==> src/include/pcm_defines.svh <==
// offsets, ratio ranges, reset values and timing counts for the pll block
`ifndef PCM_DEFINES_SVH
`define PCM_DEFINES_SVH
`define PCM_OFF_CTRL     12'h000
`define PCM_OFF_BOOST    12'h004
`define PCM_OFF_RATIO    12'h008
`define PCM_OFF_SHIFT    12'h00C
`define PCM_OFF_STATUS   12'h010
`define PCM_OFF_IRQ_STAT 12'h014
`define PCM_OFF_IRQ_MASK 12'h018
`define PCM_CTRL_RST     32'h0000_0000
`define PCM_BOOST_RST    4'h0
`define PCM_M_RST        8'h02
`define PCM_K_RST        8'h02
`define PCM_N_RST        5'h01
`define PCM_V_RST        5'h01
`define PCM_M_MIN        8'h02
`define PCM_M_MAX        8'hA0
`define PCM_N_MIN        5'h01
`define PCM_N_MAX        5'h10
`define PCM_CLK_MHZ      250
`define PCM_TLOCK_US     10
`define PCM_TLOCK_CYC    (`PCM_TLOCK_US * `PCM_CLK_MHZ)
`define PCM_NUM_PLL      4
`endif

==> src/include/pcm_pkg.sv <==
// types shared by the pll clock management block
package pcm_pkg;
  typedef enum logic [3:0] {
    PCM_ST_OFF  = 4'b0001,
    PCM_ST_ACQ  = 4'b0010,
    PCM_ST_LOCK = 4'b0100,
    PCM_ST_LOST = 4'b1000
  } pcm_state_type;
  typedef struct packed {
    logic [7:0] m;
    logic [7:0] k;
    logic [4:0] n;
    logic [4:0] v;
    logic       use_v;
  } pcm_ratio_type;
  typedef struct packed {
    logic [1:0] quad;
    logic [7:0] delay;
    logic       dir_late;
  } pcm_shift_type;
endpackage : pcm_pkg

==> src/hdl/pcm_pll_ctrl.sv <==
// pll lock sequencing, ratio and shift control with apb registers
`timescale 1ns/10ps
`include "pcm_defines.svh"
//////////////////////////////////////////////////////////////////////////////
// Behaviour
// - clock1 factor never exceeds clock2 factor
// - shared input feeds both sync and multiplier
// - ratio m/(n*k) or m/(n*v), ranges checked
// - phase steps of ninety degrees
// - delay adjust up to one period
// - lock indicator high after acquiring lock
// - lock pin optional, else user io
// - enhanced: ignore reference before configuration done
// - enhanced: acquire immediately after configuration
// - base: lock during configuration
// - base: clocks usable at configuration end
// - up to four independent plls
// - sync output may drive off chip
// - feedback path may go off chip
// - serial plls multiply forwarded clock; this block has no forwarded clock path between plls
module pcm_pll_ctrl
  import pcm_pkg::*;
#(
  parameter int          NUM_PLL    = `PCM_NUM_PLL,
  parameter int          LOCK_CYC   = `PCM_TLOCK_CYC,
  parameter bit          ENHANCED   = 1'b1
)(
  input  wire logic               clk,          // 250 mhz clock
  input  wire logic               rst_n,        // async reset, low
  input  wire logic               cfg_done,     // configuration complete pin
  input  wire logic [NUM_PLL-1:0] ref_ok,       // reference activity pins
  input  wire logic               psel,         // apb select
  input  wire logic               penable,      // apb enable
  input  wire logic               pwrite,       // apb write
  input  wire logic [11:0]        paddr,        // apb byte address
  input  wire logic [31:0]        pwdata,       // apb write data
  output logic      [31:0]        prdata,       // apb read data
  output logic                    pready,       // apb ready
  output logic                    pslverr,      // apb error
  output logic      [NUM_PLL-1:0] lock_o,       // lock pin data
  output logic      [NUM_PLL-1:0] lock_oe_n,    // lock pin enable, low=drive
  output logic      [NUM_PLL-1:0] clk_out_en,   // generated clock gate
  output logic                    ext_out_en,   // off-chip sync output
  output logic                    ext_fb_sel,   // off-chip feedback select
  output logic                    shared_sel,   // shared input mode
  output logic [1:0]              boost1,       // clock1 factor code
  output logic [1:0]              boost2,       // clock2 factor code
  output pcm_ratio_type           ratio,        // active ratio
  output pcm_shift_type           shift,        // active phase/delay
  output logic                    irq           // interrupt level
);
  //////////////////////////////////////////////////////////////////////////
  // synchronisers
  logic               cfg_s1_q;
  logic               cfg_s2_q;
  logic [NUM_PLL-1:0] ref_s1_q;
  logic [NUM_PLL-1:0] ref_s2_q;
  always_ff @(posedge clk or negedge rst_n)
  begin
    if (!rst_n)
    begin
      cfg_s1_q <= 1'b0;
      cfg_s2_q <= 1'b0;
      ref_s1_q <= '0;
      ref_s2_q <= '0;
    end
    else
    begin
      cfg_s1_q <= cfg_done;
      cfg_s2_q <= cfg_s1_q;
      ref_s1_q <= ref_ok;
      ref_s2_q <= ref_s1_q;
    end
  end

  //////////////////////////////////////////////////////////////////////////
  // registers
  logic [31:0]        ctrl_q;
  logic [3:0]         boost_q;
  pcm_ratio_type      ratio_q;
  pcm_shift_type      shift_q;
  logic [7:0]         irq_stat_q;
  logic [7:0]         irq_mask_q;
  logic [7:0]         irq_set;

  // ctrl: [3:0] pll enable, [7:4] lock pin use, 8 ext out, 9 ext fb,
  // 10 shared input
  function automatic logic hit(input logic [11:0] a, input logic [11:0] o);
    hit = (a == o);
  endfunction : hit

  wire        acc    = psel & penable;
  wire        wr     = acc & pwrite;
  wire        rd     = acc & ~pwrite;
  wire        h_ctrl = hit(paddr, `PCM_OFF_CTRL);
  wire        h_bst  = hit(paddr, `PCM_OFF_BOOST);
  wire        h_rat  = hit(paddr, `PCM_OFF_RATIO);
  wire        h_sh   = hit(paddr, `PCM_OFF_SHIFT);
  wire        h_st   = hit(paddr, `PCM_OFF_STATUS);
  wire        h_is   = hit(paddr, `PCM_OFF_IRQ_STAT);
  wire        h_im   = hit(paddr, `PCM_OFF_IRQ_MASK);
  wire        mapped = h_ctrl | h_bst | h_rat | h_sh | h_st | h_is | h_im;

  // clock1 factor may not exceed clock2 factor; codes 0=x1 1=x2 2=x4
  wire [1:0]  wb1    = pwdata[1:0];
  wire [1:0]  wb2    = pwdata[3:2];
  wire        bst_ok = (wb2 != 2'd3) && (wb1 <= wb2);
  wire [7:0]  wm     = pwdata[7:0];
  wire [7:0]  wk     = pwdata[15:8];
  wire [4:0]  wn     = pwdata[20:16];
  wire [4:0]  wv     = pwdata[25:21];
  wire        rat_ok = (wm >= `PCM_M_MIN) && (wm <= `PCM_M_MAX)
                    && (wk >= `PCM_M_MIN) && (wk <= `PCM_M_MAX)
                    && (wn >= `PCM_N_MIN) && (wn <= `PCM_N_MAX)
                    && (wv >= `PCM_N_MIN) && (wv <= `PCM_N_MAX);
  wire        bad_wr = wr & ((h_bst & ~bst_ok) | (h_rat & ~rat_ok)
                    | h_st | h_is);

  assign pready  = 1'b1;
  assign pslverr = acc & (~mapped | bad_wr);

  always_ff @(posedge clk or negedge rst_n)
  begin
    if (!rst_n)
    begin
      ctrl_q  <= `PCM_CTRL_RST;
      boost_q <= `PCM_BOOST_RST;
      ratio_q <= {`PCM_M_RST, `PCM_K_RST, `PCM_N_RST, `PCM_V_RST, 1'b0};
      shift_q <= '0;
      irq_mask_q <= 8'h00;
    end
    else if (wr)
    begin
      if (h_ctrl)
        ctrl_q <= {21'h0, pwdata[10:0]};
      if (h_bst && bst_ok)
        boost_q <= pwdata[3:0];
      if (h_rat && rat_ok)
        ratio_q <= {wm, wk, wn, wv, pwdata[26]};
      if (h_sh)
        shift_q <= {pwdata[1:0], pwdata[15:8], pwdata[16]};
      if (h_im)
        irq_mask_q <= pwdata[7:0];
    end
  end

  //////////////////////////////////////////////////////////////////////////
  // per-pll lock sequencers
  logic [NUM_PLL-1:0] locked;
  logic [NUM_PLL-1:0] lock_ev;
  logic [NUM_PLL-1:0] loss_ev;
  localparam int CW = $clog2(LOCK_CYC + 1);

  genvar g;
  generate
    for (g = 0; g < NUM_PLL; g++)
    begin : g_pll
      pcm_state_type st_q;
      pcm_state_type st_d;
      logic [CW-1:0] cnt_q;
      logic [CW-1:0] cnt_d;
      // base parts lock while configuring; enhanced wait for cfg_done
      wire allowed = ctrl_q[g] & (ENHANCED ? cfg_s2_q : 1'b1);
      wire refg    = ref_s2_q[g];
      always_comb
      begin
        st_d  = st_q;
        cnt_d = cnt_q;
        unique case (st_q)
          PCM_ST_OFF:
            if (allowed && refg)
            begin
              st_d  = PCM_ST_ACQ;
              cnt_d = '0;
            end
          PCM_ST_ACQ:
            if (!allowed || !refg)
              st_d = allowed ? PCM_ST_LOST : PCM_ST_OFF;
            else if (cnt_q == CW'(LOCK_CYC - 1))
              st_d = PCM_ST_LOCK;
            else
              cnt_d = cnt_q + 1'b1;
          PCM_ST_LOCK:
            if (!allowed)
              st_d = PCM_ST_OFF;
            else if (!refg)
              st_d = PCM_ST_LOST;
          PCM_ST_LOST:
            if (!allowed)
              st_d = PCM_ST_OFF;
            else if (refg)
            begin
              st_d  = PCM_ST_ACQ;
              cnt_d = '0;
            end
          default:
            st_d = PCM_ST_OFF;
        endcase
      end
      always_ff @(posedge clk or negedge rst_n)
      begin
        if (!rst_n)
        begin
          st_q  <= PCM_ST_OFF;
          cnt_q <= '0;
        end
        else
        begin
          st_q  <= st_d;
          cnt_q <= cnt_d;
        end
      end
      assign locked[g]  = (st_q == PCM_ST_LOCK);
      assign lock_ev[g] = (st_d == PCM_ST_LOCK) && (st_q != PCM_ST_LOCK);
      assign loss_ev[g] = (st_d == PCM_ST_LOST) && (st_q == PCM_ST_LOCK);

      a_lock_time: assert property (@(posedge clk) disable iff (!rst_n)
        $rose(locked[g]) |-> $past(st_q == PCM_ST_ACQ))
        else $error("lock asserted without acquisition");
      a_lock_cfg: assert property (@(posedge clk) disable iff (!rst_n)
        (ENHANCED && !cfg_s2_q) |=> !locked[g])
        else $error("lock during configuration");
      a_lock_lost: assert property (@(posedge clk) disable iff (!rst_n)
        (locked[g] && !refg && allowed) |=> !locked[g])
        else $error("lock held after reference loss");

      // a lock never skips any part of the acquisition count
      a_acq_len: assert property (@(posedge clk) disable iff (!rst_n)
        $rose(locked[g]) |-> $past(cnt_q) == CW'(LOCK_CYC - 1))
        else $error("lock before full acquisition time");
      a_acq_start: assert property (@(posedge clk) disable iff (!rst_n)
        (st_q == PCM_ST_OFF && allowed && refg)
        |=> (st_q == PCM_ST_ACQ && cnt_q == '0))
        else $error("acquisition did not start at once");
      a_cfg_hold: assert property (@(posedge clk) disable iff (!rst_n)
        (ENHANCED && !cfg_s2_q) |=> st_q == PCM_ST_OFF)
        else $error("sequencer left off before configuration");
      a_off_gate: assert property (@(posedge clk) disable iff (!rst_n)
        !allowed |=> !locked[g])
        else $error("lock held while pll disabled");
    end
  endgenerate

  //////////////////////////////////////////////////////////////////////////
  // outputs
  always_ff @(posedge clk or negedge rst_n)
  begin
    if (!rst_n)
    begin
      lock_o     <= '0;
      lock_oe_n  <= '1;
      clk_out_en <= '0;
      ext_out_en <= 1'b0;
      ext_fb_sel <= 1'b0;
      shared_sel <= 1'b0;
      boost1     <= 2'd0;
      boost2     <= 2'd0;
      ratio      <= {`PCM_M_RST, `PCM_K_RST, `PCM_N_RST, `PCM_V_RST, 1'b0};
      shift      <= '0;
    end
    else
    begin
      lock_o     <= locked;
      lock_oe_n  <= ~ctrl_q[NUM_PLL+3:4];
      clk_out_en <= locked;
      ext_out_en <= ctrl_q[8] & locked[0];
      ext_fb_sel <= ctrl_q[9];
      shared_sel <= ctrl_q[10];
      boost1     <= boost_q[1:0];
      boost2     <= boost_q[3:2];
      ratio      <= ratio_q;
      shift      <= shift_q;
    end
  end

  //////////////////////////////////////////////////////////////////////////
  // interrupts and read data
  // status has room for four plls; wider builds drop the extra events
  assign irq_set = {4'(loss_ev), 4'(lock_ev)};
  wire rd_is = rd & h_is;
  always_ff @(posedge clk or negedge rst_n)
  begin
    if (!rst_n)
      irq_stat_q <= 8'h00;
    else
      irq_stat_q <= (rd_is ? 8'h00 : irq_stat_q) | irq_set;
  end
  assign irq = |(irq_stat_q & irq_mask_q);

  wire [31:0] st_word = {23'h0, cfg_s2_q, {(8-NUM_PLL){1'b0}}, locked};
  always_comb
  begin
    prdata = 32'h0000_0000;
    if (rd)
    begin
      if (h_ctrl) prdata = ctrl_q;
      if (h_bst)  prdata = {28'h0, boost_q};
      if (h_rat)  prdata = {5'h0, ratio_q.use_v, ratio_q.v, ratio_q.n,
                            ratio_q.k, ratio_q.m};
      if (h_sh)   prdata = {15'h0, shift_q.dir_late, shift_q.delay,
                            6'h0, shift_q.quad};
      if (h_st)   prdata = st_word;
      if (h_is)   prdata = {24'h0, irq_stat_q};
      if (h_im)   prdata = {24'h0, irq_mask_q};
    end
  end

  a_boost_order: assert property (@(posedge clk) disable iff (!rst_n)
    boost_q[1:0] <= boost_q[3:2])
    else $error("clock1 factor above clock2");
  a_ratio_range: assert property (@(posedge clk) disable iff (!rst_n)
    ratio_q.m >= `PCM_M_MIN && ratio_q.m <= `PCM_M_MAX
    && ratio_q.n >= `PCM_N_MIN && ratio_q.n <= `PCM_N_MAX)
    else $error("ratio out of range");
  a_lock_pin: assert property (@(posedge clk) disable iff (!rst_n)
    locked[0] |=> lock_o[0])
    else $error("lock pin not following lock");
  a_irq_sticky: assert property (@(posedge clk) disable iff (!rst_n)
    (irq_stat_q[0] && !rd_is) |=> irq_stat_q[0])
    else $error("status bit lost");
  a_ext_out: assert property (@(posedge clk) disable iff (!rst_n)
    ext_out_en |-> $past(locked[0]))
    else $error("off chip clock while unlocked");

  //////////////////////////////////////////////////////////////////////////
  // refused writes must leave the stored value untouched
  a_boost_hold: assert property (@(posedge clk) disable iff (!rst_n)
    (wr && h_bst && !bst_ok) |=> $stable(boost_q))
    else $error("refused boost write was stored");
  a_ratio_hold: assert property (@(posedge clk) disable iff (!rst_n)
    (wr && h_rat && !rat_ok) |=> $stable(ratio_q))
    else $error("refused ratio write was stored");
  a_ratio_kv: assert property (@(posedge clk) disable iff (!rst_n)
    ratio_q.k >= `PCM_M_MIN && ratio_q.k <= `PCM_M_MAX
    && ratio_q.v >= `PCM_N_MIN && ratio_q.v <= `PCM_N_MAX)
    else $error("divider out of range");

  // registered copies trail their source by exactly one edge
  a_lock_oe: assert property (@(posedge clk) disable iff (!rst_n)
    lock_oe_n == ~$past(ctrl_q[NUM_PLL+3:4]))
    else $error("lock pin enable not following control");
  a_ext_fb: assert property (@(posedge clk) disable iff (!rst_n)
    ext_fb_sel == $past(ctrl_q[9]))
    else $error("feedback select not following control");
  a_shared: assert property (@(posedge clk) disable iff (!rst_n)
    shared_sel == $past(ctrl_q[10]))
    else $error("shared input mode not following control");
  a_clk_gate: assert property (@(posedge clk) disable iff (!rst_n)
    clk_out_en == $past(locked))
    else $error("clock gate not following lock");
  a_shift_copy: assert property (@(posedge clk) disable iff (!rst_n)
    shift == $past(shift_q))
    else $error("shift output not following register");
  a_ext_gate: assert property (@(posedge clk) disable iff (!rst_n)
    !ctrl_q[8] |=> !ext_out_en)
    else $error("off chip clock while not enabled");

  // a new event in the same cycle as a clearing read must survive
  a_stat_set: assert property (@(posedge clk) disable iff (!rst_n)
    irq_set[0] |=> irq_stat_q[0])
    else $error("lock gained event lost");
  a_loss_flag: assert property (@(posedge clk) disable iff (!rst_n)
    loss_ev[0] |=> irq_stat_q[4])
    else $error("lock lost event lost");

  // scenarios worth seeing at least once
  c_lock: cover property (@(posedge clk) disable iff (!rst_n)
    $rose(locked[0]));
  c_loss: cover property (@(posedge clk) disable iff (!rst_n)
    loss_ev[0]);
  c_irq: cover property (@(posedge clk) disable iff (!rst_n) $rose(irq));
  c_refused: cover property (@(posedge clk) disable iff (!rst_n)
    wr && h_bst && !bst_ok);
endmodule : pcm_pll_ctrl

==> config.mk <==
export PLATFORM = sky130hd
export DESIGN_NAME = pcm_pll_ctrl
export DESIGN_NICKNAME = d
export VERILOG_FILES = /design/src/include/pcm_pkg.sv /design/src/hdl/pcm_pll_ctrl.sv
export VERILOG_INCLUDE_DIRS = /design/src /design/src/include
export SDC_FILE = /design/constraint.sdc
export NUM_CORES = 1
export LEC_CHECK = 0
export BUFFER_PORTS_ARGS = -buffer_cell sky130_fd_sc_hd__buf_4
export CAP_MARGIN = 20
export CORE_UTILIZATION = 35
export DETAILED_ROUTE_END_ITERATION = 7
export SYNTH_ARGS = -nofsm -noshare
export SYNTH_HDL_FRONTEND = slang
export SYNTH_SLANG_ARGS = --single-unit
==> constraint.sdc <==
create_clock -name clk -period 2.8 [get_ports clk]
set_clock_uncertainty 0.1 [all_clocks]
set_input_delay 0.14 -clock clk [delete_from_list [all_inputs] [get_ports clk]]
set_output_delay 0.14 -clock clk [all_outputs]
set_load 0.02 [all_outputs]
Yosys cells after proc, flatten, opt, wreduce, memory -nomap -nowiden --
Index checks and enable logic that the tools add are counted.
Word-level totals: register bits 196, input bits 54, output and inout port bits 92, logic and storage cells 259
Operators by class: add/subtract/negate cells 4, order comparisons 9, equality and inequality tests 59, mux-type cells 69, bitwise gates (word level) 30, reductions and logical operators 49
Operators with widths (count):
- 12-bit two-way mux | 20
- 12-bit one-hot mux with 3 select lines | 4
- 32-bit two-way mux | 4
- 4-bit two-way mux | 32
- 4-bit one-hot mux with 4 select lines | 4
- 27-bit two-way mux | 2
- 12-bit by 1-bit adder with 12-bit output (second input constant) | 4
- 12-bit equality test (second input constant) | 4
- 2-bit inequality test (second input constant) | 21
- 12-bit by 5-bit equality test with 1-bit output (second input constant) | 3
- 4-bit by 3-bit equality test with 1-bit output (second input constant) | 8
- 4-bit equality test (second input constant) | 8
- 12-bit by 4-bit equality test with 1-bit output (second input constant) | 2
- 6-bit AND reduction | 4
- 1-bit logical AND | 22
- 11-bit two-way mux | 2
- 4-bit by 1-bit equality test with 1-bit output (second input constant) | 4
- 4-bit by 2-bit equality test with 1-bit output (second input constant) | 4
- 8-bit by 2-bit >= comparator with 1-bit output (second input constant) | 2
- 8-bit <= comparator (second input constant) | 2
- 4-bit by 3-bit inequality test with 1-bit output (second input constant) | 4
- 1-bit bitwise AND | 13
- 12-bit by 3-bit equality test with 1-bit output (second input constant) | 1
- 12-bit logical NOT | 1
- 14 further kinds | 45

Logic depth before layout (Yosys ltp) --
Gate-level depths: netlist (run 1).
word-level depth 16, gate-level depth with buffers 7, depth with buffers taken out 7

Worst setup path before layout (run 1) --
Ideal clock, no wire load.
kind reg2reg, start reg g_pll[2].cnt_q[4], end reg g_pll[2].cnt_q[11], setup time 125 ps, data arrival time 2061 ps, data required time 2575 ps, setup slack 514 ps, cell stages (with the launch flop) 6, path buffers 0, period minus slack after synthesis 2286 ps, path through dfrtp_1 -> or4b_2 -> nor4_4 -> a211oi_1 -> nand3_1 -> mux2_2
Between the ends: longest elaborated chain between the ends 4, elaborated cells between the ends (all ways) 7, classes of those cells add/sub (1); eq/ne (2); mux (3); reduce/logical (1)
RTL lines:
- start: declaration | RTL line pcm_pll_ctrl.sv:160 | logic [CW-1:0] cnt_q;
- start signal: assignment | RTL line pcm_pll_ctrl.sv:210 | cnt_q <= cnt_d;
- 12-bit by 1-bit adder with 12-bit output | RTL line pcm_pll_ctrl.sv:182 | cnt_d = cnt_q + 1'b1;
- 12-bit two-way mux | RTL line pcm_pll_ctrl.sv:179 | else if (cnt_q == CW'(LOCK_CYC - 1))
- 12-bit two-way mux | RTL line pcm_pll_ctrl.sv:177 | if (!allowed || !refg)
- 12-bit one-hot mux with 3 select lines | RTL line pcm_pll_ctrl.sv:169 | unique case (st_q)
Parallel ways exist; a longest one is shown, timed or not. The select of a mux whose other input is x is not followed. A chain may end at the register's enable or synchronous reset.

Final worst setup path (run 1) --
start reg g_pll[1].st_q[1], end out prdata[1]
Between the ends: longest elaborated chain between the ends 5
RTL lines:
- start: declaration | RTL line pcm_pll_ctrl.sv:158 | pcm_state_type st_q;
- start signal: assignment | RTL line pcm_pll_ctrl.sv:209 | st_q <= st_d;
- 4-bit by 3-bit equality test with 1-bit output | RTL line pcm_pll_ctrl.sv:213 | assign locked[g] = (st_q == PCM_ST_LOCK);
- via locked[1] | RTL line pcm_pll_ctrl.sv:149 | logic [NUM_PLL-1:0] locked;
- 32-bit two-way mux | RTL line pcm_pll_ctrl.sv:302 | if (h_st) prdata = st_word;
- 32-bit two-way mux | RTL line pcm_pll_ctrl.sv:303 | if (h_is) prdata = {24'h0, irq_stat_q};
- 32-bit two-way mux | RTL line pcm_pll_ctrl.sv:304 | if (h_im) prdata = {24'h0, irq_mask_q};
- 32-bit two-way mux | RTL line pcm_pll_ctrl.sv:294 | if (rd)
- end: declaration | RTL line pcm_pll_ctrl.sv:37 | output logic [31:0] prdata,
The timed path passes the listed nets, and every way through them passes these cells.

==> results of run 1 <==
==> critical path: stages (launching register included) <==
cell and delay, ns:
dfrtp_1 0.47, nor4b_2 0.46, buf_4 0.20, a31oi_1 0.09
o22a_1 0.22, o221ai_1 0.32, buf_4 0.21
==> timing repair <==
| action | in CTS | in global routing |
|---|---|---|
| gates resized for setup | 1 | 0 |
| setup endpoints to repair | 1 | 0 |
| hold buffers | 33 | 0 |
| hold endpoints to repair | 125 | 0 |
==> worst paths after layout <==
| kind | slack (ns) | to |
|---|---|---|
| min in group clk | 0.22 | irq_stat_q[4]$_DFF_PN0_ |
| min | 0.16 | ratio_q[17]$_DFFE_PN0P_ |
| max in group asynchronous | 1.68 | g_pll[1].st_q[0]$_DFF_PN1_ |
| min reg2reg | 0.25 | ref_s2_q[3]$_DFF_PN0_ |
| max | 0.16 | prdata[1] |
| max reg2reg | 0.55 | g_pll[3].cnt_q[10]$_DFFE_PN0P_ |
==> power groups by stage <==
stage / clock (mW) / sequential (mW) / combinational, mW
floorplan: 0 / 2.90 / 0.0809
finish: 2.45 / 2.85 / 0.271
detailed placement: 0 / 2.90 / 0.237
global route: 2.63 / 2.85 / 0.301
global placement: 0 / 2.90 / 0.236
CTS: 2.51 / 2.84 / 0.276
==> cell usage in the layout (no fill, tap or decap), drive strengths merged, types with 6 or more instances in the layout <==
cell type and count:
inv 31, nor2 78, nand4 27, xnor2 15, nand3 27, and4 6, nor4 22, nor3 14
dfrtp 180, mux2 62, a22o 8, o21ai 25, xor2 34, a21oi 11, nand2b 10, ha 6
nor4b 8, clkbuf 18, mux2i 14, dfstp 16, and2 12, buf 156, and3 24, nand2 45
conb 6, dlygate4sd3 33
==> routing by layer <==
| metal | vias up | global-route usage [%] |
|---|---|---|
| li1 | 3100 | - |
| met1 | 3150 | 22.9 |
| met2 | 153 | 26.3 |
| met3 | 24 | 3.36 |
| met4 | 0 | 4.85 |
| met5 | - | 0 |
==> area by class of cell <==
cell class              instances  area [sq um]  share of cell area [%]
clock buffers                  17           425                    3.79
repair buffers                190          1550                    13.8
well taps                     324           405                    3.62
flip-flops and latches        196          4920                    43.9
clock inverters                15           161                    1.44
multi-input cells             519          3660                    32.6
inverters                      23          86.3                   0.770
==> synth_stat cells (8+ instances only) <==
cell | count | share of area [%]
dfrtp_1 | 180 | 51
nor2_1 | 78 | 3.3
nand2_1 | 45 | 1.9
mux2_2 | 42 | 5.3
xor2_1 | 34 | 3.4
nand3_1 | 27 | 1.5
nand4_1 | 27 | 1.9
o21ai_0 | 25 | 1.4
and3_1 | 24 | 1.7
clkbuf_1 | 24 | 1.0
inv_1 | 23 | 0.97
mux2_4 | 20 | 3.4
nor4_1 | 19 | 1.3
dfstp_2 | 16 | 4.7
xnor2_1 | 15 | 1.5
mux2i_1 | 14 | 1.6
nor3_1 | 14 | 0.79
and2_1 | 12 | 0.85
a21oi_1 | 11 | 0.62
buf_4 | 10 | 0.85
nand2b_1 | 10 | 0.71
a22o_1 | 8 | 0.79
==> logic make-up after synthesis <==
| family | after synthesis |
|---|---|
| and+or+nand+nor | 300 |
| DFF | 196 |
| AOI/OAI and AO/OA | 82 |
| muxes | 76 |
| buffers and inverters | 66 |
| xor gates and xnor gates | 49 |
| adders and majority gates | 6 |
| other | 2 |
==> sequential cells by signal, summed over array words and instances, names as in the netlist, 8 cells and up <==
| signal | count |
|---|---|
| ratio | 27 |
| ctrl_q | 11 |
| shift | 11 |
| ratio_q | 27 |
| g_pll.cnt_q | 48 |
| shift_q | 11 |
| g_pll.st_q | 16 |
| irq_mask_q | 8 |
| irq_stat_q | 8 |
==> stage by stage <==
| step | std cells | worst slack, ns | utilization [%] | instance area [sq um] |
|---|---|---|---|---|
| after floorplan | 781 | 0.514 | - | 8870 |
| after global placement | 1219 | 0.494 | 41.8 | 10300 |
| after detailed placement | 1219 | 0.439 | 41.8 | 10300 |
| after CTS | 1284 | 0.161 | 45.6 | 11200 |
| after global routing | 1284 | 0.0585 | 45.6 | 11200 |
| final | 1284 | 0.163 | 45.6 | 11200 |
==> metrics.txt, run 1 <==
Die Footprint=about 26000 sq um; CORE AREA=about 25000 sq um; hpwl dp=14500 um; kind of critical path=reg -> out; R2R depth=5; 1st-pass router iterations=5; Nets=around 1000; number of global-route vias before repair=~6400; Net Sw Power=1.34 mW; CP Data Arrival Time=between 2 and 2.5 ns; Max-Cap Viols=0; metal3 WL=about 860 um; register bit total from synthesis=slightly below 200; Int Pwr=4.22 mW; Unique masters post-synth=63; HP Class=in -> async; pwr/cell area=approximately 500 nW/um^2; XOR/XNOR share of the synthesized area=just under 5%; mux contribution to synthesized area=approximately 10%; Max clock buf depth=2; Sw Ratio=24.2%; Critical Path End Type=output pin; yosys warns=0; Fin. Hold Viols=0; met2 WL post-DR=between 9000 and 10000 um; Clock Tree Root=clkbuf_16; Rows=between 50 and 60; routed vias/inst=5.01; postcts setup bufs=0; fmax=between 300 and 400 MHz; Leakage=~5.3 nW; Mapped Area=between 8000 and 9000 sq um; Syn Area/Cell=~11 sq um; worst r2r src=g_pll[3].st_q[3]$_DFF_PN0_; Seq pwr share=roughly half; initial antenna violation count=0; CP required=between 2 and 3 ns; Post-synth EDFFs=0; worst slew pin tran=about 0.56 ns; pin count of the biggest net entering global routing=63; Max Used Layer=met4; Worst-path clk slew=~0.080 ns; initial core utilization=between 30 and 40%; fillers=between 2000 and 2500; Hold Worst Slack=roughly 0.16 ns; cells after synthesis=777; met1 WL=just under 10000 um; first-pass GRT wire length=roughly 34000 um; Post-synth ARST share=between 90% and 100%; worst-path maximum fanout=8; share of cells above drive strength 1=between 20 and 30%; PortBufs=approximately 130; grt total ovfl=0; Die H=between 150 and 200 um; diode count=0; Top FF cell, synth=dfrtp_1; Synth Area in Adders=less than 1%; largest family of logic cells by synthesized area=simple AND/OR/NAND/NOR gates; RSZ-0062 raised after global routing=no; Worst Setup SP=g_pll[1].st_q[1]$_DFF_PN0_; Worst slew margin=between 60% and 70%; Peak VDD IR=roughly 0.29 mV; fin. max-slew vios=0; post-synthesis compound-gate area fraction=approximately 6.2%; clock tree sinks=between 150 and 200; period utilization=between 90% and 100%; post-synthesis sequential area ratio=55.6%; H-tree depth=4; setup violators final=0; Simple-Gate Fraction of Synth Area=18.7%; Sum Neg Setup Slack=0 ns; TritonCTS clock tree=yes; io pins=around 150; antenna-violating nets left=0; outcome=completed; Clk network pwr share=44.0%; Skew-Pair Late Insertion Delay=roughly 0.43 ns; DRT Wirelength=roughly 21000 um; DRC=0; total power=about 5.6 mW; Startpoint Class=flip-flop; Avg WL per Cell=approximately 16 um; Area Growth Syn to Fin=26.6%; Logic pwr share=about 5%; CTS buffer count=17; minimum clock period=between 2 and 3 ns; initial DRC count=~400; GPL Wtd Cong=just over 0.8; die width=~160 um; Tot GR Track Use=16.6%; Via Count=~6400
No activity file was read; power rests on OpenSTA's default activity.
==> run 2: changes to the inputs <==
- PLACE_DENSITY: default -> 0.66
==> run 2 against run 1 <==
  * First-iteration DRC count is 19% lower
  * Non-clock buffer count stayed put
  * Critical path type unchanged
  * Core utilization is 0.16 points lower
  * Global-route usage is 0.49 points lower
  * Highest routed layer unchanged
  * Final cell count stayed put
  * Sequential power hardly changed
  * Sequential share of layout area is 0.15 points higher
  * Hold slack worse by 0.045 ns
==> metrics.txt, run 2 (synthesis results as in run 1) <==
outcome=completed; area of the multi-input gates=~3600 sq um; initial core utilization=a little over a third; Leakage=5.31 nW; commonest non-fill, non-tap cell in the layout=dfrtp_1; Biggest register=g_pll.cnt_q; Worst slew margin=between 60% and 70%; Die H=about 160 um; Reg area=slightly below 5000 sq um; CP required=approximately 2.6 ns; pin count of the biggest net entering global routing=between 60 and 70; max incr delay on CP=between 0.5 and 0.6 ns; Max clock buf depth=2; fin. max-slew vios=0; 1st-pass router iterations=5; Fin. Hold Viols=0; hold buffer count at cts=33; Worst path slowest cell=nor4b_1; kind of critical path=reg -> out; Nets=around 1000; hpwl dp=14400 um; antenna-violating nets left=0; Clock Tree Root=clkbuf_16; HP Class=in -> async; Top cell by count, worst path=buf_4; number of global-route vias before repair=6319; H-tree depth=4; Largest regs=g_pll.cnt_q x48, ratio x27, ratio_q x27; Peak VDD IR=approximately 0.28 mV; total power=about 5.5 mW; Area Growth Syn to Fin=26.1%; diode count=0; Avg WL per Cell=15.9 um; TritonCTS clock tree=yes; grt total ovfl=0; PortBufs=around 130; max reg flops=48; initial antenna violation count=0; worst path cell trace=nor4b_1 -> buf_4 -> a31oi_1 -> o22a_1 -> o221ai_1 -> buf_4; CTS buffer count=17; GPL Wtd Cong=0.811; Rows=57; minimum clock period=about 2.6 ns; met1 WL=~9500 um; io pins=around 150; DRT Wirelength=20400 um; Sum Neg Setup Slack=0 ns; Die Footprint=approximately 26000 sq um; Startpoint Class=flip-flop; first-pass GRT wire length=between 30000 and 40000 um; worst slew pin tran=roughly 0.57 ns; met2 WL post-DR=a little under 10000 um; Skew-Pair Late Insertion Delay=about 0.43 ns; Critical Path End Type=output pin; worst-path maximum fanout=8; routed vias/inst=5.03; CP Data Arrival Time=2.32 ns; share of cells above drive strength 1=~29%; postcts setup bufs=0; Via Count=around 6500; die width=161 um; fillers=~2200; initial DRC count=between 300 and 400; CORE AREA=approximately 25000 sq um; RSZ-0062 raised after global routing=no; Worst-path clk slew=approximately 0.070 ns; clock tree sinks=196; DRC=0; pwr/cell area=488 nW/um^2; Max Used Layer=met4; post-cts sizing count=0; commonest non-fill, non-tap cells in the layout=dfrtp_1 (180), buf_4 (154), nor2_1 (78), nand2_1 (45), mux2_2 (42); fmax=~390 MHz; metal3 WL=746 um; Tot GR Track Use=16.1%; period utilization=91.6%; Max-Cap Viols=0; setup violators final=0
## run 2: cell types whose count changed in the layout (fill, tap and decap cells not counted), sizes merged
cell,before,now
inv,31,30
clkinv,4,6
bufinv,1,0
## run 2: critical path: cells and delay by family (launching register included)
family | cells | cell delay [ns]
buf+inv | 2 | 0.42
simple gates | 1 | 0.56
compound gates | 3 | 0.45
flops | 1 | 0.47
## run 2: final timing paths
check | to | depth (start not counted) | start | slack (ns)
max in group asynchronous | g_pll[1].st_q[0]$_DFF_PN1_ | 3 | rst_n | 1.68
min reg2reg | ref_s2_q[0]$_DFF_PN0_ | 0 | ref_s1_q[0]$_DFF_PN0_ | 0.25
min in group clk | irq_stat_q[5]$_DFF_PN0_ | 6 | paddr[1] | 0.18
max reg2reg | irq_stat_q[0]$_DFF_PN0_ | 6 | g_pll[0].cnt_q[0]$_DFFE_PN0P_ | 0.53
min | g_pll[0].cnt_q[11]$_DFFE_PN0P_ | 2 | rst_n | 0.11
max | prdata[1] | 6 | g_pll[1].st_q[1]$_DFF_PN0_ | 0.24
## run 2: metrics by stage
stage | area, sq um | setup slack, ns | hold WS, ns | std cells | util, %
after floorplan | 8870 | 0.514 | -0.256 | 781 | -
after global placement | 10300 | 0.461 | 0.0312 | 1219 | 41.8
after CTS | 11200 | 0.224 | 0.122 | 1284 | 45.4
final | 11200 | 0.236 | 0.114 | 1284 | 45.4
after global routing | 11200 | 0.106 | 0.151 | 1284 | 45.4
after detailed placement | 10300 | 0.441 | 0.0309 | 1219 | 41.8
## run 2: power breakdown
| part | leakage, nW | internal (mW) | total [mW] | switching (mW) |
|---|---|---|---|---|
| Sequential | 2.63 | 2.84 | 2.85 | 0.00800 |
| Clock | 0.276 | 1.18 | 2.34 | 1.16 |
| Combinational | 2.40 | 0.112 | 0.270 | 0.158 |
## run 2: metal layers
layer / GRT usage [%] / vias up
met5: 0 / -
met4: 5.87 / 0
met3: 3.03 / 27
met2: 25.7 / 141
met1: 21.8 / 3197
li1: - / 3092
## run 2: layout make-up
class / count / area share, %
Sequential cell: 196 / 44.1
Multi-Input combinational cell: 519 / 32.7
Timing Repair Buffer: 190 / 13.8
Clock buffer: 17 / 3.81
Tap cell: 324 / 3.63
Clock inverter: 15 / 1.27
Inverter: 23 / 0.773
==> run 3: changes to the inputs <==
- ABC_AREA: default -> 1
- clock period: 2.8 -> 2.68 ns (I/O delays scaled with it)
==> run 3 against run 2 <==
  * Worst setup slack improved by 0.14 ns
  * Design area rose by 3.9%
  * Register-to-register slack lost 0.09 ns
  * Via count rose by 23%
  * Final cell count is 26% higher
  * Routed wire length is 14% higher
  * Global-route usage up 2.1 points
  * Largest power group unchanged
==> metrics.txt, run 3 <==
max incr delay on CP=about 0.55 ns; grt met2 use=28.7%; max reg flops=48; Die Footprint=~27000 sq um; Rows=approximately 60; Critical Path End Type=output pin; TritonCTS clock tree=yes; grt total ovfl=0; GPL Wtd Cong=~0.90; clock tree sinks=196; most area-consuming cells after synthesis=dfrtp_1 (49%), nand2_1 (11%), inv_1 (5.1%); postcts setup bufs=0; Hold Path Stages=3; Sum Neg Setup Slack=0 ns; DRT Wirelength=about 23000 um; period utilization=between 80% and 90%; kind of critical path=in -> out; CP Data Arrival Time=a little over 2 ns; Via Count=around 7900; Post-synth EDFFs=0; antenna-violating nets left=0; fillers=about 2500; Mapped Area=approximately 9000 sq um; Unique masters post-synth=43; Max-Cap Viols=0; Syn Area/Cell=8.40 sq um; post-synth top area share=between 40% and 50%; Max clock buf depth=2; Worst path slowest cell=dlygate4sd3_1; io pins=between 100 and 150; yosys warns=0; Post-synth ARST share=between 90% and 100%; die width=between 150 and 200 um; CP required=2.45 ns; initial DRC count=464; Avg WL per Cell=approximately 14 um; post-cts sizing count=0; register bit total from synthesis=196; Placed Cells=about 1600; Worst slew margin=57.7%; Die H=between 150 and 200 um; setup violators final=0; hpwl dp=roughly 17000 um; cells after synthesis=approximately 1100; CORE AREA=approximately 26000 sq um; R2R depth=8; minimum clock period=~2.3 ns; Levels on crit path=9; outcome=completed; Startpoint Class=input port; HP Class=in -> reg; RSZ-0062 raised after global routing=no; fin. max-slew vios=0; met1 Use GR=approximately 25%; Top cell by count, worst path=buf_4; commonest non-fill, non-tap cell in the layout=nand2_1; post-synthesis sequential area ratio=53.1%; M3 GR Usage=under 10%; initial antenna violation count=0; Worst-path clk slew=approximately 0.080 ns; Largest regs=g_pll.cnt_q x48, ratio x27, ratio_q x27; Biggest register=g_pll.cnt_q; worst path cell trace=dlygate4sd3_1 -> buf_4 -> nor2_1 -> buf_4 -> nand2_1 -> inv_1 -> o211ai_1 -> a21oi_1 -> buf_4; fmax=approximately 430 MHz; worst-path maximum fanout=11; Peak VDD IR=0.479 mV; synth cell count leaders=nand2_1 (264), dfrtp_1 (180), inv_1 (126), nor2_1 (85), o21ai_0 (82); commonest non-fill, non-tap cells in the layout=nand2_1 (264), dfrtp_1 (180), buf_4 (144), inv_1 (126), nor2_1 (85); Buf+Inv Stages, Crit Path=5; Nets=about 1300; Top FF cell, synth=dfrtp_1; Area Growth Syn to Fin=25.1%; H-tree depth=4; pin count of the biggest net entering global routing=76; initial core utilization=a little over a third; first-pass GRT wire length=between 30000 and 40000 um; most common cell in the synthesized netlist=nand2_1; diode count=0; GR peak layer=met2; 1st-pass router iterations=5; CTS buffer count=17; DRC=0; Clock Tree Root=clkbuf_16; Leakage=about 5.6 nW; PortBufs=134; Skew-Pair Late Insertion Delay=around 0.44 ns; worst slew pin tran=around 0.63 ns; Fin. Hold Viols=0; Tot GR Track Use=between 15 and 20%; pwr/cell area=between 500 and 600 nW/um^2; routed vias/inst=about 5; Crit path max-delay family=buffers and inverters; number of global-route vias before repair=~7600; Synth area leader=dfrtp_1; Final Non-Filler Cells=1621; share of cells above drive strength 1=between 10% and 20%
-- run 3: cell count changes in the layout (fill, tap and decap cells not counted), moves of 14 or more --
cell and delta:
nor4_1 -16, inv_1 +103, nand2_1 +219, mux2_2 -42
xnor2_1 -15, mux2_4 -20, o21ai_1 +48, o21ai_0 +57
nand3_1 +50, and3_1 -24, inv_2 +18, nor3_1 +27
mux2i_1 -14
-- run 3: final timing paths --
| check | startpoint | endpoint | slack (ns) |
|---|---|---|---|
| max reg2reg | g_pll[3].cnt_q[0]$_DFFE_PN0P_ | g_pll[3].cnt_q[3]$_DFFE_PN0P_ | 0.44 |
| min | pwdata[0] | ctrl_q[0]$_DFFE_PN0P_ | 0.02 |
| min in group asynchronous | rst_n | ratio[14]$_DFF_PN0_ | 0.18 |
| max in group asynchronous | rst_n | g_pll[1].st_q[0]$_DFF_PN1_ | 1.47 |
| min reg2reg | ref_s1_q[3]$_DFF_PN0_ | ref_s2_q[3]$_DFF_PN0_ | 0.26 |
| max | pwrite | prdata[8] | 0.38 |
-- run 3: layout make-up --
class | instances | area (sq um) | share of cell area (%)
Clock buffer | 17 | 425 | 3.67
Clock inverter | 15 | 218 | 1.88
Tap cell | 335 | 419 | 3.61
Multi-Input combinational cell | 733 | 3600 | 31.1
Inverter | 145 | 547 | 4.71
Sequential cell | 196 | 4920 | 42.4
Timing Repair Buffer | 180 | 1470 | 12.6
-- run 3: timing repair --
item / in CTS / in global routing
hold buffers: 33 / 0
setup endpoints to repair: 0 / 0
endpoints found under the hold margin: 134 / 0
-- run 3: power by group --
part | switching (mW) | internal (mW)
sequential | 0.00751 | 2.97
clock | 1.41 | 1.33
combinational | 0.156 | 0.105
-- run 3: logic make-up after synthesis --
family	after synthesis	share of synthesized area, %
buf+inv	179	8.18
compound gates	172	9.96
simple gates	526	25.7
flops	196	53.1
xor+xnor	23	2.17
fa+ha+maj	6	0.810
other cells	2	0.0810
-- run 3: per-layer routing --
metal | share of wire [%] | up-vias | wire, um
li1 | - | 3931 | -
met1 | 46 | 3759 | 10800
met2 | 47 | 204 | 10800
met3 | 4.8 | 34 | 1100
met4 | 2.1 | 0 | 484
met5 | 0 | - | 0
-- run 3: worst min-delay path: stages --
cell and delay [ns]:
buf_4 0.09, inv_1 0.14, o21ai_1 0.16
-- run 3: stage by stage --
step | setup slack [ns] | hold slack [ns] | util (%) | power [mW] | instance area, sq um
after floorplan | 0.915 | -0.262 | - | 3.10 | 9290
after global placement | 0.512 | 0.110 | 40.8 | 3.25 | 10600
after detailed placement | 0.473 | 0.110 | 40.8 | 3.26 | 10600
after CTS | 0.381 | 0.00614 | 44.5 | 6.05 | 11600
after global routing | 0.122 | 0.0344 | 44.5 | 6.19 | 11600
final | 0.375 | 0.0238 | 44.5 | 5.98 | 11600
